`config.mk`:
```
export PLATFORM = sky130hd
export DESIGN_NAME = nhc_host
export DESIGN_NICKNAME = d
export VERILOG_FILES = /design/src/logic/nhc_pkg.sv /design/src/logic/nhc_fifo.sv /design/src/logic/nhc_host.sv
export SDC_FILE = /design/constraint.sdc
export NUM_CORES = 1
export LEC_CHECK = 0
export BUFFER_PORTS_ARGS = -buffer_cell sky130_fd_sc_hd__clkbuf_2
export CAP_MARGIN = 20
export CORE_MARGIN = 4
export CORE_UTILIZATION = 45
export DETAILED_ROUTE_END_ITERATION = 8
export PLACE_DENSITY_LB_ADDON = 0.2
export SYNTH_ARGS = -nofsm -noshare
export SYNTH_HDL_FRONTEND = slang
export SYNTH_HIERARCHICAL = 1
export SYNTH_SLANG_ARGS = --single-unit
```
`constraint.sdc`:
```
create_clock -name clk -period 3.9 [get_ports clk]
set_input_delay 0.195 -clock clk [delete_from_list [all_inputs] [get_ports clk]]
set_output_delay 0.195 -clock clk [all_outputs]
set_load 0.1 [all_outputs]
```
`src/logic/nhc_pkg.sv`:
```
package nhc_pkg;
  localparam logic [7:0] NHC_CMD_READ1 = 8'h00;
  localparam logic [7:0] NHC_CMD_READ2 = 8'h30;
  localparam logic [7:0] NHC_CMD_PROG1 = 8'h80;
  localparam logic [7:0] NHC_CMD_PROG2 = 8'h10;
  localparam logic [7:0] NHC_CMD_ERASE1 = 8'h60;
  localparam logic [7:0] NHC_CMD_ERASE2 = 8'hD0;
  localparam logic [7:0] NHC_CMD_STATUS = 8'h70;
  localparam logic [7:0] NHC_CMD_RESET = 8'hFF;
  // Operation codes on the user port
  localparam logic [1:0] NHC_OP_READ = 2'h0;
  localparam logic [1:0] NHC_OP_PROG = 2'h1;
  localparam logic [1:0] NHC_OP_ERASE = 2'h2;
  localparam logic [1:0] NHC_OP_RESET = 2'h3;
  // Address field layout
  localparam int NHC_COL_W = 12;
  localparam int NHC_ROW_W = 19;
  localparam int NHC_DIE_BIT = 18;
  // Page size in bytes: 2K plus 64 spare
  localparam int NHC_PAGE_BYTES = 2048 + 64;
  // Strobe timing: one cycle low/high, in ns and cycles at 40 MHz
  localparam int NHC_CLK_NS = 25;
  localparam int NHC_STROBE_NS = 25;
  localparam int NHC_STROBE_CYC =
    (NHC_STROBE_NS + NHC_CLK_NS - 1) / NHC_CLK_NS;
  localparam int NHC_CNT_W = 12;
endpackage : nhc_pkg

```
`src/logic/nhc_fifo.sv`:
```
`timescale 1ns/1ps
module nhc_fifo #(
  parameter int WIDTH = 8,
  parameter int DEPTH = 16
) (
  // Clock and reset
  input wire logic clk,
  input wire logic reset,
  // Fill side
  input wire logic in_valid,
  output logic in_ready,
  input wire logic [WIDTH-1:0] in_data,
  // Drain side
  output logic out_valid,
  input wire logic out_ready,
  output logic [WIDTH-1:0] out_data
);
  localparam int AW = $clog2(DEPTH);
  logic [WIDTH-1:0] mem [DEPTH];
  logic [AW-1:0] wr_r;
  logic [AW-1:0] rd_r;
  logic [AW:0] cnt_r;
  logic push;
  logic pop;

  // Handshake and status
  assign in_ready = (cnt_r != (AW+1)'(DEPTH));
  assign out_valid = (cnt_r != '0);
  assign push = in_valid && in_ready;
  assign pop = out_valid && out_ready;
  assign out_data = mem[rd_r];

  // Pointers and storage
  always_ff @(posedge clk) begin
    if (reset) begin
      wr_r <= '0;
      rd_r <= '0;
      cnt_r <= '0;
    end else begin
      if (push) begin
        mem[wr_r] <= in_data;
        wr_r <= (wr_r == AW'(DEPTH-1)) ? '0 : wr_r + 1'b1;
      end
      if (pop) begin
        rd_r <= (rd_r == AW'(DEPTH-1)) ? '0 : rd_r + 1'b1;
      end
      cnt_r <= cnt_r + (AW+1)'(push) - (AW+1)'(pop);
    end
  end
endmodule : nhc_fifo

```
`src/logic/nhc_host.sv`:
```
`timescale 1ns/1ps
module nhc_host import nhc_pkg::*; #(
  parameter int FIFO_DEPTH = 16,
  parameter int PAGE_BYTES = NHC_PAGE_BYTES,
  parameter bit DUAL_DIE = 1'b0
) (
  // Clock and reset
  input wire logic clk,
  input wire logic reset,
  // Operation request
  input wire logic op_valid,
  output logic op_ready,
  input wire logic [1:0] op_code,
  input wire logic [NHC_COL_W-1:0] op_col,
  input wire logic [NHC_ROW_W-1:0] op_row,
  input wire logic [NHC_CNT_W:0] op_len,
  output logic op_done,
  // Program data in
  input wire logic wr_valid,
  output logic wr_ready,
  input wire logic [7:0] wr_data,
  // Read data out
  output logic rd_valid,
  input wire logic rd_ready,
  output logic [7:0] rd_data,
  // Flash pins
  output logic chip_sel_n,
  output logic cmd_latch,
  output logic addr_latch,
  output logic write_strobe_n,
  output logic output_strobe_n,
  output logic write_protect_n,
  input wire logic ready_busy,
  input wire logic [7:0] io_in,
  output logic [7:0] io_out,
  output logic io_oe
);
  typedef enum {
    NHC_IDLE, NHC_CMD1, NHC_ADDR, NHC_WDATA, NHC_CMD2, NHC_WAIT,
    NHC_RDATA, NHC_DONE
  } nhc_state_e;

  typedef struct packed {
    nhc_state_e st;
    logic [1:0] op;
    logic [2:0] acnt;
    logic [2:0] alast;
    logic [NHC_CNT_W:0] bcnt;
    logic [NHC_COL_W-1:0] col;
    logic [NHC_ROW_W-1:0] row;
    logic [1:0] ph;
    logic busy_seen;
    logic cs_n;
    logic cle;
    logic ale;
    logic we_n;
    logic re_n;
    logic wp_n;
    logic [7:0] dout;
    logic oe;
    logic done;
    logic [7:0] cap;
    logic cap_v;
  } nhc_state_s;

  nhc_state_s s_r;
  nhc_state_s s_nxt;
  logic rf_in_ready;
  logic wf_valid;
  logic [7:0] wf_data;
  logic wf_pop;
  logic [7:0] abyte;

  // Write data buffer between user and flash
  nhc_fifo #(.WIDTH(8), .DEPTH(FIFO_DEPTH)) u_wfifo (
    .clk(clk),
    .reset(reset),
    .in_valid(wr_valid),
    .in_ready(wr_ready),
    .in_data(wr_data),
    .out_valid(wf_valid),
    .out_ready(wf_pop),
    .out_data(wf_data)
  );

  // Read data buffer; full stalls the read strobe
  nhc_fifo #(.WIDTH(8), .DEPTH(FIFO_DEPTH)) u_rfifo (
    .clk(clk),
    .reset(reset),
    .in_valid(s_r.cap_v),
    .in_ready(rf_in_ready),
    .in_data(s_r.cap),
    .out_valid(rd_valid),
    .out_ready(rd_ready),
    .out_data(rd_data)
  );

  // Address byte for the current cycle, unused bits low
  always_comb begin
    abyte = 8'h00;
    unique case (s_r.acnt)
      3'd0: abyte = s_r.col[7:0];
      3'd1: abyte = {4'h0, s_r.col[11:8]};
      3'd2: abyte = s_r.row[7:0];
      3'd3: abyte = s_r.row[15:8];
      3'd4: abyte = {5'h00, DUAL_DIE ? s_r.row[NHC_DIE_BIT] : 1'b0,
                     s_r.row[17:16]};
      default: abyte = 8'h00;
    endcase
  end

  assign op_ready = (s_r.st == NHC_IDLE) && ready_busy;
  assign wf_pop = (s_r.st == NHC_WDATA) && (s_r.ph == 2'd0) && wf_valid;

  // Next state
  always_comb begin
    s_nxt = s_r;
    s_nxt.done = 1'b0;
    s_nxt.cap_v = 1'b0;
    unique case (s_r.st)
      NHC_IDLE: begin
        s_nxt.cs_n = 1'b1;
        s_nxt.oe = 1'b0;
        s_nxt.wp_n = 1'b1;
        if (op_valid && op_ready) begin
          s_nxt.op = op_code;
          s_nxt.col = op_col;
          s_nxt.row = op_row;
          s_nxt.bcnt = (op_len > (NHC_CNT_W+1)'(PAGE_BYTES)) ?
            (NHC_CNT_W+1)'(PAGE_BYTES) : op_len;
          s_nxt.acnt = (op_code == NHC_OP_ERASE) ? 3'd2 : 3'd0;
          s_nxt.alast = 3'd4;
          s_nxt.ph = 2'd0;
          s_nxt.cs_n = 1'b0;
          s_nxt.st = NHC_CMD1;
        end
      end
      NHC_CMD1, NHC_CMD2, NHC_ADDR, NHC_WDATA: begin
        // Strobe: phase 0 drive low, phase 1 raise (device latches)
        if (s_r.ph == 2'd0) begin
          s_nxt.cle = (s_r.st == NHC_CMD1) || (s_r.st == NHC_CMD2);
          s_nxt.ale = (s_r.st == NHC_ADDR);
          s_nxt.oe = 1'b1;
          if (s_r.st == NHC_CMD1) begin
            unique case (s_r.op)
              NHC_OP_READ: s_nxt.dout = NHC_CMD_READ1;
              NHC_OP_PROG: s_nxt.dout = NHC_CMD_PROG1;
              NHC_OP_ERASE: s_nxt.dout = NHC_CMD_ERASE1;
              NHC_OP_RESET: s_nxt.dout = NHC_CMD_RESET;
            endcase
          end else if (s_r.st == NHC_CMD2) begin
            unique case (s_r.op)
              NHC_OP_READ: s_nxt.dout = NHC_CMD_READ2;
              NHC_OP_PROG: s_nxt.dout = NHC_CMD_PROG2;
              default: s_nxt.dout = NHC_CMD_ERASE2;
            endcase
          end else if (s_r.st == NHC_ADDR) begin
            s_nxt.dout = abyte;
          end else begin
            s_nxt.dout = wf_data;
          end
          // Data phase waits for buffered write data
          if (s_r.st != NHC_WDATA || wf_valid) begin
            s_nxt.we_n = 1'b0;
            s_nxt.ph = 2'd1;
          end
        end else begin
          s_nxt.we_n = 1'b1;
          s_nxt.ph = 2'd0;
          if (s_r.st == NHC_CMD1) begin
            s_nxt.st = (s_r.op == NHC_OP_RESET) ? NHC_WAIT : NHC_ADDR;
            s_nxt.busy_seen = 1'b0;
          end else if (s_r.st == NHC_ADDR) begin
            s_nxt.acnt = s_r.acnt + 3'd1;
            if (s_r.acnt == s_r.alast) begin
              s_nxt.st = (s_r.op == NHC_OP_PROG && s_r.bcnt != '0) ?
                NHC_WDATA : NHC_CMD2;
            end
          end else if (s_r.st == NHC_WDATA) begin
            s_nxt.bcnt = s_r.bcnt - 1'b1;
            if (s_r.bcnt == (NHC_CNT_W+1)'(1)) begin
              s_nxt.st = NHC_CMD2;
            end
          end else begin
            s_nxt.st = NHC_WAIT;
            s_nxt.busy_seen = 1'b0;
          end
        end
      end
      NHC_WAIT: begin
        // Release bus, wait for busy then ready
        s_nxt.cle = 1'b0;
        s_nxt.ale = 1'b0;
        s_nxt.oe = 1'b0;
        if (!ready_busy) begin
          s_nxt.busy_seen = 1'b1;
        end
        if (s_r.busy_seen && ready_busy) begin
          s_nxt.st = (s_r.op == NHC_OP_READ && s_r.bcnt != '0) ?
            NHC_RDATA : NHC_DONE;
          s_nxt.ph = 2'd0;
        end
      end
      NHC_RDATA: begin
        // Fall drives a byte; sample before the rise
        if (s_r.ph == 2'd0) begin
          // Hold off while the last byte is still being pushed
          if (rf_in_ready && !s_r.cap_v) begin
            s_nxt.re_n = 1'b0;
            s_nxt.ph = 2'd1;
          end
        end else begin
          s_nxt.cap = io_in;
          s_nxt.cap_v = 1'b1;
          s_nxt.re_n = 1'b1;
          s_nxt.ph = 2'd0;
          s_nxt.bcnt = s_r.bcnt - 1'b1;
          if (s_r.bcnt == (NHC_CNT_W+1)'(1)) begin
            s_nxt.st = NHC_DONE;
          end
        end
      end
      NHC_DONE: begin
        s_nxt.cs_n = 1'b1;
        s_nxt.done = 1'b1;
        s_nxt.st = NHC_IDLE;
      end
    endcase
  end

  // State register
  always_ff @(posedge clk) begin
    if (reset) begin
      s_r <= '{st: NHC_IDLE, op: 2'h0, acnt: 3'h0, alast: 3'h0,
               bcnt: '0, col: '0, row: '0, ph: 2'h0, busy_seen: 1'b0,
               cs_n: 1'b1, cle: 1'b0, ale: 1'b0, we_n: 1'b1, re_n: 1'b1,
               wp_n: 1'b0, dout: 8'h00, oe: 1'b0, done: 1'b0,
               cap: 8'h00, cap_v: 1'b0};
    end else begin
      s_r <= s_nxt;
    end
  end

  // Pin drive from flops
  assign chip_sel_n = s_r.cs_n;
  assign cmd_latch = s_r.cle;
  assign addr_latch = s_r.ale;
  assign write_strobe_n = s_r.we_n;
  assign output_strobe_n = s_r.re_n;
  assign write_protect_n = s_r.wp_n;
  assign io_out = s_r.dout;
  assign io_oe = s_r.oe;
  assign op_done = s_r.done;
endmodule : nhc_host

```
-- After elaboration in Yosys (flattened, before gate mapping)
Memory sizes are Yosys's and may differ from the RTL's. A register that Yosys moved wholly into a read port is not among the register bits.
Cells that the tools add are included.
Widths: inputs -> output; s select.
- flip-flop bits (word level): 136
- memory bits (writable): 256
- output and inout port bits: 27
- logic and storage cells: 202
- memories kept: 2
- memories (memory ; depth ; width ; read ports ; clocked after Yosys merged registers in ; write ports ; RTL line ; source):
    u_rfifo.mem ; 16 ; 8 ; 1 ; 1 ; 1 ; nhc_fifo.sv:19 ; logic [WIDTH-1:0] mem [DEPTH];
    u_wfifo.mem ; 16 ; 8 ; 1 ; 1 ; 1 ; nhc_fifo.sv:19 ;
- $add $sub $neg: 10
- $lt $le $gt $ge: 1
- equality and inequality tests: 47
- muxes and demuxes: 70
- bitwise operators: 2
- reduce and logical (&&, ||, !) cells: 44
- operators with widths (kind ; number):
    $mux 32 ; 9
    $eq 32x3->1 const B ; 6
    $pmux 32 s5 ; 1
    $eq 32x2->1 const B ; 3
    $mux 86 ; 1
    $mux 13 ; 6
    $logic_not 32->1 ; 2
    $pmux 8 s5 ; 1
    $pmux 13 s3 ; 1
    $eq 32x1->1 const B ; 1
    $eq 32x4->1 const B ; 1
    $mux 4 ; 8
    $ne 32x3->1 const B ; 1
    $pmux 8 s4 ; 1
    $mux 8 ; 3
    $ne 2x2->1 const B ; 11
    $mux 1 ; 20
    $add 4x1->4 const B ; 4
    $eq 4x4->1 const B ; 4
    $pmux 8 s2 ; 1
    $mux 3 ; 5
    $ne 5x5->1 const B ; 3
    $reduce_and 5->1 ; 3
    $mux 2 ; 7
    34 further kinds ; 71

-- Logic depth before layout (Yosys ltp)
Gate-level depths: netlist of run 1.
- depth after elaboration: 8
- mapped depth: 17
- gate-level depth less buffers: 16

-- By module
Netlist of run 1, hierarchy kept.
- modules (own cells, without submodules) (module ; instances ; cells an instance ; area each (um2) ; sequential area each (um2)):
    nhc_fifo at u_rfifo ; 1 ; 309 ; 5878.1 ; 4184.0
    nhc_fifo at u_wfifo ; 1 ; 309 ; 5854.4 ; 4184.0
    nhc_host ; 1 ; 540 ; 4033.9 ; 1581.5

-- Worst setup path before layout of run 1
OpenSTA, ideal clock, no wires.
- path kind: register -> register
- start point: reg u_wfifo.cnt_r[3]
- end point: reg u_wfifo.cnt_r[4]
- library setup time: 0.127 ns
- arrival time: 3.341 ns
- data required time: 3.773 ns
- slack: 0.432 ns
- stages on the path, launching flop included: 14
- path buffers: 0
- clock period less this slack: 3.468 ns
- cells stage by stage: dfxtp_1 inv_1 ha_1 nand4bb_1 nand2_2 ha_1 inv_1 ha_1 inv_1 fa_1 nor2b_1 o21bai_1 a21oi_1 nor3b_1
- word-level cells in the longest chain between the ends: 4
- elaborated cells between the ends (all ways): 7
- classes of those cells: 2 x add/sub; 1 x eq/ne; 4 x reduce/logical
- ends and longest elaborated chain (item ; RTL line ; source):
    start: declaration ; nhc_fifo.sv:22 ; logic [AW:0] cnt_r;
    start signal: assignment ; nhc_fifo.sv:47 ; cnt_r <= cnt_r + (AW+1)'(push) - (AW+1)'(pop);
    $ne 5x5->1 ; nhc_fifo.sv:27 ; assign in_ready = (cnt_r != (AW+1)'(DEPTH));
    net wr_ready ; nhc_host.sv:20 ; output logic wr_ready,
    $logic_and 1x1->1 ; nhc_fifo.sv:29 ; assign push = in_valid && in_ready;
    $add 5x1->5 ; nhc_fifo.sv:47 ;
    $sub 5x1->5 ; nhc_fifo.sv:47 ;
The timed path passes the listed nets, and every way through them passes these cells.
A chain may end at the register's enable or synchronous reset.

-- Worst setup path after layout of run 1
- start point: reg u_wfifo.cnt_r[3]
- end point: reg u_wfifo.cnt_r[4]
- word-level cells in the longest chain between the ends: 4
- elaborated cells between the ends (all ways): 7
- classes of those cells: 2 x add/sub; 1 x eq/ne; 4 x reduce/logical
- ends and longest elaborated chain (item ; RTL line ; source):
    $reduce_bool 5->1 ; nhc_fifo.sv:28 ; assign out_valid = (cnt_r != '0);
    net wf_valid ; nhc_host.sv:69 ; logic wf_valid;
    $logic_and 1x1->1 ; nhc_host.sv:113 ; assign wf_pop = (s_r.st == NHC_WDATA) && (s_r.ph == 2'd0) && wf_valid;
    net wf_pop ; nhc_host.sv:71 ; logic wf_pop;
    $logic_and 1x1->1 ; nhc_fifo.sv:30 ; assign pop = out_valid && out_ready;
    $sub 5x1->5 ; nhc_fifo.sv:47 ;
The timed path passes the listed nets, and every way through them passes these cells.

==> flow_summary.ini, run 1 <==
[place]
placement.cell_area_um2 = 16600
gp_congestion = 0.808
dp_hpwl_mm = 22.0
dp_cells = 1656
io_buffer_count = 93

[cts]
cts_inserted_buffers = 40
clock_sink_count = 369
cts_buffer_depth = 3
cts.reportedPaths.clkPinSlew_ps = 60
clock_latency_ps = 540
cts-resized-gates = 0
root_buffer = clkbuf_16
post_cts_buffers = 0
cts_max_level = 2
cts_tree = done

[floorplan]
start_util_pct = 45.6
ioPinCount = 95
num_rows = 68
die_x_um = 195
dieArea_um2 = 38100
coreArea_um2 = 34500
die_h_um = 195

[grt]
grtUsageTotal_pct = 17.6
grt_start_max_net_pins = 88
use_met3_pct = 2.61
overflow = 0
grt_pass1_vias = 9820
grt_pass1_wl_mm = 54.0
top_usage_layer = met2
antenna_found_initial = 0
use_met1_pct = 24.6
met2_usage_pct = 29.1

[power]
power.density_nw_per_um2 = 507
leakage_nw = 6.31
irDropWorstVdd_mv = 0.460
finalPower_mw = 9.33

[final_layout]
n_antenna_cell = 0
area_delta_synth_final_pct = 16.7
final_layout_size_suffix_gt1_share_pct = 17.2
postLayoutCellArea_um2 = 18400
fin_cells = 1777
multi_input_area_um2 = 5330
mostFrequentLayoutCells = 256 x edfxtp_1, 137 x nand2_1, 111 x dfxtp_1
fill_cells = 2944
fin_nets = 1395
final_common_cell = edfxtp_1
seq_area_um2 = 9950

[logic_synthesis]
synth.distinct_cells = 70
ys_seq_area_share_pct = 63.1
syn_inst = 1158
syn_area_um2 = 15800
synth_top_flop_cell = edfxtp_1
synth-seq-cells = 369
yosysWarnings = 6
async_flop_share_pct = 0
synth-edff-count = 256
synth_fp_nets = 1258
synth_area_per_cell_um2 = 13.6

[setup_path]
crit_type = reg2reg
cp.required_ps = 4260
startpoint_type = flip-flop
worstSetupEndpointType = flip-flop
path_max_fanout = 6
cp.arrival_ps = 3630

[timing]
finalCritPeriodShare_pct = 83.9
tns_ps = 0
hold_viol = 0
fin_skew_ps = 23.6
relSlewSlack_pct = 35.2
slew_violations = 0
grt_setup_unrepaired = no
tightest_slew_ps = 973
setup_viol = 0
min_period_ps = 3270
max_freq_ghz = 0.306

[detailed_routing]
dr.pass1.iters = 6
vias = 9882
viasPerCell = 5.56
wl_mm = 34.1
drt_iter0_markers = 799
wl_per_cell_um = 19.2
post-route-drc-count = 0
drtAntennaViolNets = 0

[run]
maxCapViolations = 0

[outcome]
outcome = completed

[min_path]
hold_path_class = in2reg
## what timing repair did
action	4_1_cts	5_1_grt
hold buffers	52	0
endpoints found under the setup margin	0	0
hold endpoints to repair	53	0
## where the power goes
group	total (mW)	switching [mW]	leakage [nW]	internal (mW)
clock network	3.67	1.48	0.621	2.19
logic	1.32	0.822	2.43	0.496
registers	4.34	0.0804	3.26	4.26
total	9.33	2.38	6.31	6.94
## per-layer routing
layer  part of all wire (%)  up-vias
li1                       -     4710
met1                     45     4905
met2                     49      214
met3                    4.1       53
met4                    2.1        0
met5                      0        -
## registers in the layout (all words and copies together), names as in the netlist, 4 cells and up, named ones only
signal	flops
u_rfifo/mem	128
u_rfifo/cnt_r	5
u_rfifo/wr_r	4
io_out	8
u_wfifo/rd_r	4
u_wfifo/cnt_r	5
u_rfifo/rd_r	4
u_wfifo/mem	128
s_r	63
u_wfifo/wr_r	4
## path summary, 6_finish.rpt
kind / from / to / slack (ps) / depth (start not counted)
worst max-delay path: u_wfifo/cnt_r[3] / u_wfifo/cnt_r[4] / 630 / 16
worst min-delay path: reset / u_wfifo/wr_r[2] / 50 / 2
worst max register to register: u_wfifo/cnt_r[3] / u_wfifo/cnt_r[4] / 630 / 16
worst min register to register: s_r[34] / s_r[34] / 460 / 2
## cells in the mapped netlist, drive strengths merged, types with 21 or more instances
cell | number | area [µm²]
edfxtp | 256 | 7690
nand2 | 140 | 533
dfxtp | 113 | 2260
a21oi | 86 | 430
mux4 | 64 | 1550
nor2 | 63 | 236
o21ai | 43 | 215
a22oi | 37 | 278
buf | 34 | 235
clkbuf | 32 | 123
and2 | 30 | 188
ha | 30 | 375
inv | 30 | 113
nor3 | 25 | 125
nand3 | 21 | 105
## critical path, stage by stage (launching register included)
cell and delay [ps]:
dfxtp_1 340, inv_1 60, ha_1 180, or4b_1 290
nand2_1 80, nor4_1 470, nand2_1 240, inv_1 110
ha_1 220, inv_1 60, ha_1 150, inv_1 50
fa_1 380, nor2b_1 170, o21bai_1 100, a21oi_1 150
nor3b_1 60
## cell type report
class                   count  area share (%)
clock inverters            20            1.09
flip-flops and latches    369            54.1
clock buffers              49            5.91
repair buffers            167            6.27
multi-input cells         686            28.9
inverters                  31           0.632
well taps                 455            3.09
## per-stage QoR
stage / hold slack, ps / utilization [%] / worst slack [ps]
floorplan: 294 / - / 432
global placement: 421 / 48.0 / 776
detailed placement: 427 / 48.0 / 637
CTS: 30.7 / 53.3 / 617
global route: 54.3 / 53.3 / 234
finish: 54.1 / 53.3 / 628
## kinds of logic after synthesis
logic type | count (synthesis) | share of synthesized area [%]
muxes | 64 | 9.86
AOI/OAI and AO/OA | 231 | 9.38
xor gates and xnor gates | 14 | 0.778
buffers and inverters | 103 | 3.39
and+or+nand+nor | 345 | 10.9
adders and majority gates | 32 | 2.63
DFF | 369 | 63.1
(Power assumes the default switching activity.)
==> run 2: changes to the inputs <==
--- a/config.mk
+++ b/config.mk
@@ -5,6 +5,7 @@
 export SDC_FILE = /design/constraint.sdc
 export NUM_CORES = 1
 export LEC_CHECK = 0
+export ABC_AREA = 1
 export BUFFER_PORTS_ARGS = -buffer_cell sky130_fd_sc_hd__clkbuf_2
 export CAP_MARGIN = 20
 export CORE_MARGIN = 4
==> constraint.sdc (replaced) <==
create_clock -name clk -period 3.2 [get_ports clk]
set_input_delay 0.16 -clock clk [delete_from_list [all_inputs] [get_ports clk]]
set_output_delay 0.16 -clock clk [all_outputs]
set_load 0.1 [all_outputs]
==> run 2 against run 1 <==
Net effect: die area is 5.5% higher; final area is 5.2% higher; sequential share of layout area is 2.7 points lower; clock power is 24% higher; core utilization is 0.42 points lower; global-route usage is 1.8 points higher; total power is 51% higher; worst hold slack worse by 34 ps; combinational power grew to 3.0 times the previous value; non-clock buffer count is 2 lower; critical path type is now reg2out; critical endpoint is now rd_data[7]; largest power group unchanged.
==> flow_summary.ini, run 2 <==
[cts]
cts_inserted_buffers = 41
clock_sink_count = 369
clock_latency_ps = 530
cts-resized-gates = 0
root_buffer = clkbuf_16
cts_buffer_depth = 3
cts_tree = done
cts_max_level = 2
cts.reportedPaths.clkPinSlew_ps = 60

[final_layout]
reg_top3 = u_rfifo/mem: 128 flops, u_wfifo/mem: 128 flops, s_r: 63 flops
fin_nets = 2081
n_antenna_cell = 0
area_delta_synth_final_pct = 16.1
final_common_cell = nand2_1
final_core_util_pct = 52.9
fill_cells = 3325
final_layout_size_suffix_gt1_share_pct = 11.4
mostFrequentLayoutCells = 530 x nand2_1, 256 x edfxtp_1, 201 x nand3_1

[detailed_routing]
dr.max_layer_used = met4
viasPerCell = 5.03
met2_length_mm = 19.4
dr.pass1.iters = 5
drtAntennaViolNets = 0
m1WireLength_mm = 17.3
wl_per_cell_um = 16.1
post-route-drc-count = 0
vias = 12482
wl_mm = 39.8
met3_length_mm = 2.20
drt_iter0_markers = 810

[setup_path]
crit_slowest_cell = buf_4
cp_common_cell = nand3_1
path_max_fanout = 76
crit_type = reg2out
cp.required_ps = 3040
crit_path_max_incr_delay_ps = 590
worstSetupEndpointType = output port
r2r-start = u_wfifo/cnt_r[2]
startpoint_type = flip-flop
cp.arrival_ps = 2660
cp_cell_sequence = buf_4, or2_2, nand3_1, nand3_1, nand3_1, nand2_1, clkbuf_2
reg2reg_slack_ps = 410

[timing]
tightest_slew_ps = 994
grt_setup_unrepaired = no
setup_viol = 0
hold_viol = 0
max_freq_ghz = 0.355
whs_ps = 20.4
relSlewSlack_pct = 33.5
tns_ps = 0
min_period_ps = 2820
slew_violations = 0
finalCritPeriodShare_pct = 88.1
fin_ws_ps = 381
fin_skew_ps = 13.1

[place]
dpl_worst_slack_ps = 392
dp_hpwl_mm = 25.5
gp_congestion = 0.833
io_buffer_count = 93

[grt]
antenna_found_initial = 0
grt_start_max_net_pins = 77
grt_pass1_vias = 11788
grt_pass1_wl_mm = 63.2
overflow = 0
grtUsageTotal_pct = 19.4

[power]
irDropWorstVdd_mv = 0.777
leakage_nw = 8.07
finalPower_mw = 14.1
power.density_nw_per_um2 = 726

[run]
maxCapViolations = 0

[min_path]
holdCritStartpoint = op_len[6]
hold_path_class = in2reg

[floorplan]
start_util_pct = 45.5
dieArea_um2 = 40200
num_rows = 70
coreArea_um2 = 36600
die_x_um = 200
ioPinCount = 95
die_h_um = 200

[logic_synthesis]
synth_area_per_cell_um2 = 9.01
yosysMostFrequentCell = nand2_1
synth-edff-count = 256
async_flop_share_pct = 0
yosys-top-cells-count = 530 x nand2_1, 256 x edfxtp_1, 201 x nand3_1
synth_top_flop_cell = edfxtp_1
synth_fp_nets = 1949
syn_inst = 1849
yosysTopAreaCell = edfxtp_1
synth.distinct_cells = 38
syn_area_um2 = 16700
yosysWarnings = 6
ys_seq_area_share_pct = 59.7
synth-seq-cells = 369
synth_area_leaders = edfxtp_1 46%, dfxtp_1 14%, nand2_1 12%, nand3_1 6.0%, inv_1 4.5%
yosys.area.top_type_share_pct = 46.1

[outcome]
outcome = completed
-- run 2: cell type report --
type                            instances  area [µm²]  area share [%]
Multi-Input combinational cell       1195        5550            28.7
Clock buffer                           63        1210            6.26
Tap cell                              468         586            3.03
Timing Repair Buffer                  165        1170            6.03
Clock inverter                         12         103           0.530
Sequential cell                       369        9950            51.4
Inverter                              209         787            4.07
-- run 2: repair_timing --
| action | 4_1_cts | 5_1_grt |
|---|---|---|
| setup buffers | 0 | 0 |
| hold buffers | 49 | 0 |
| endpoints found under the hold margin | 51 | 0 |
| endpoints found under the setup margin | 0 | 0 |
-- run 2: kinds of logic after synthesis --
logic type               count (synthesis)  synth area share, %
XOR/XNOR                                 8                0.420
AO/OA/AOI/OAI                          186                 5.79
adder cells (fa/ha/maj)                 32                 2.49
AND/OR/NAND/NOR                        969                 24.6
flip-flops                             369                 59.7
buffers and inverters                  285                 7.02
-- run 2: final timing paths --
path,to,cells past startpoint
worst min register to register,s_r[40],2
worst max-delay path,rd_data[7],7
worst min-delay path,s_r[65],5
worst max register to register,u_wfifo/cnt_r[4],18
-- run 2: worst max-delay path: cells and delay by family (launching register included) --
family | cells | cell delay, ps
buffers and inverters | 2 | 1050
and+or+nand+nor | 5 | 680
DFF | 1 | 330
-- run 2: report_power, final --
group	switching, mW	internal, mW
clock network	1.84	2.70
logic	2.92	1.00
registers	0.219	5.36
total	4.98	9.07
-- run 2: stage by stage --
stage / std cells / instance area (µm²)
4_1_cts: 2481 / 19400
2_1_floorplan: 1849 / 16700
5_1_grt: 2481 / 19400
6_report: 2481 / 19400
3_5_place_dp: 2357 / 17500
3_3_place_gp: 2357 / 17500
-- run 2: metal layers --
layer  vias up  track usage [%]
met1      5814             25.8
met4         0             5.43
met5         -                0
met2       307             33.1
li1       6294                -
met3        67             2.97
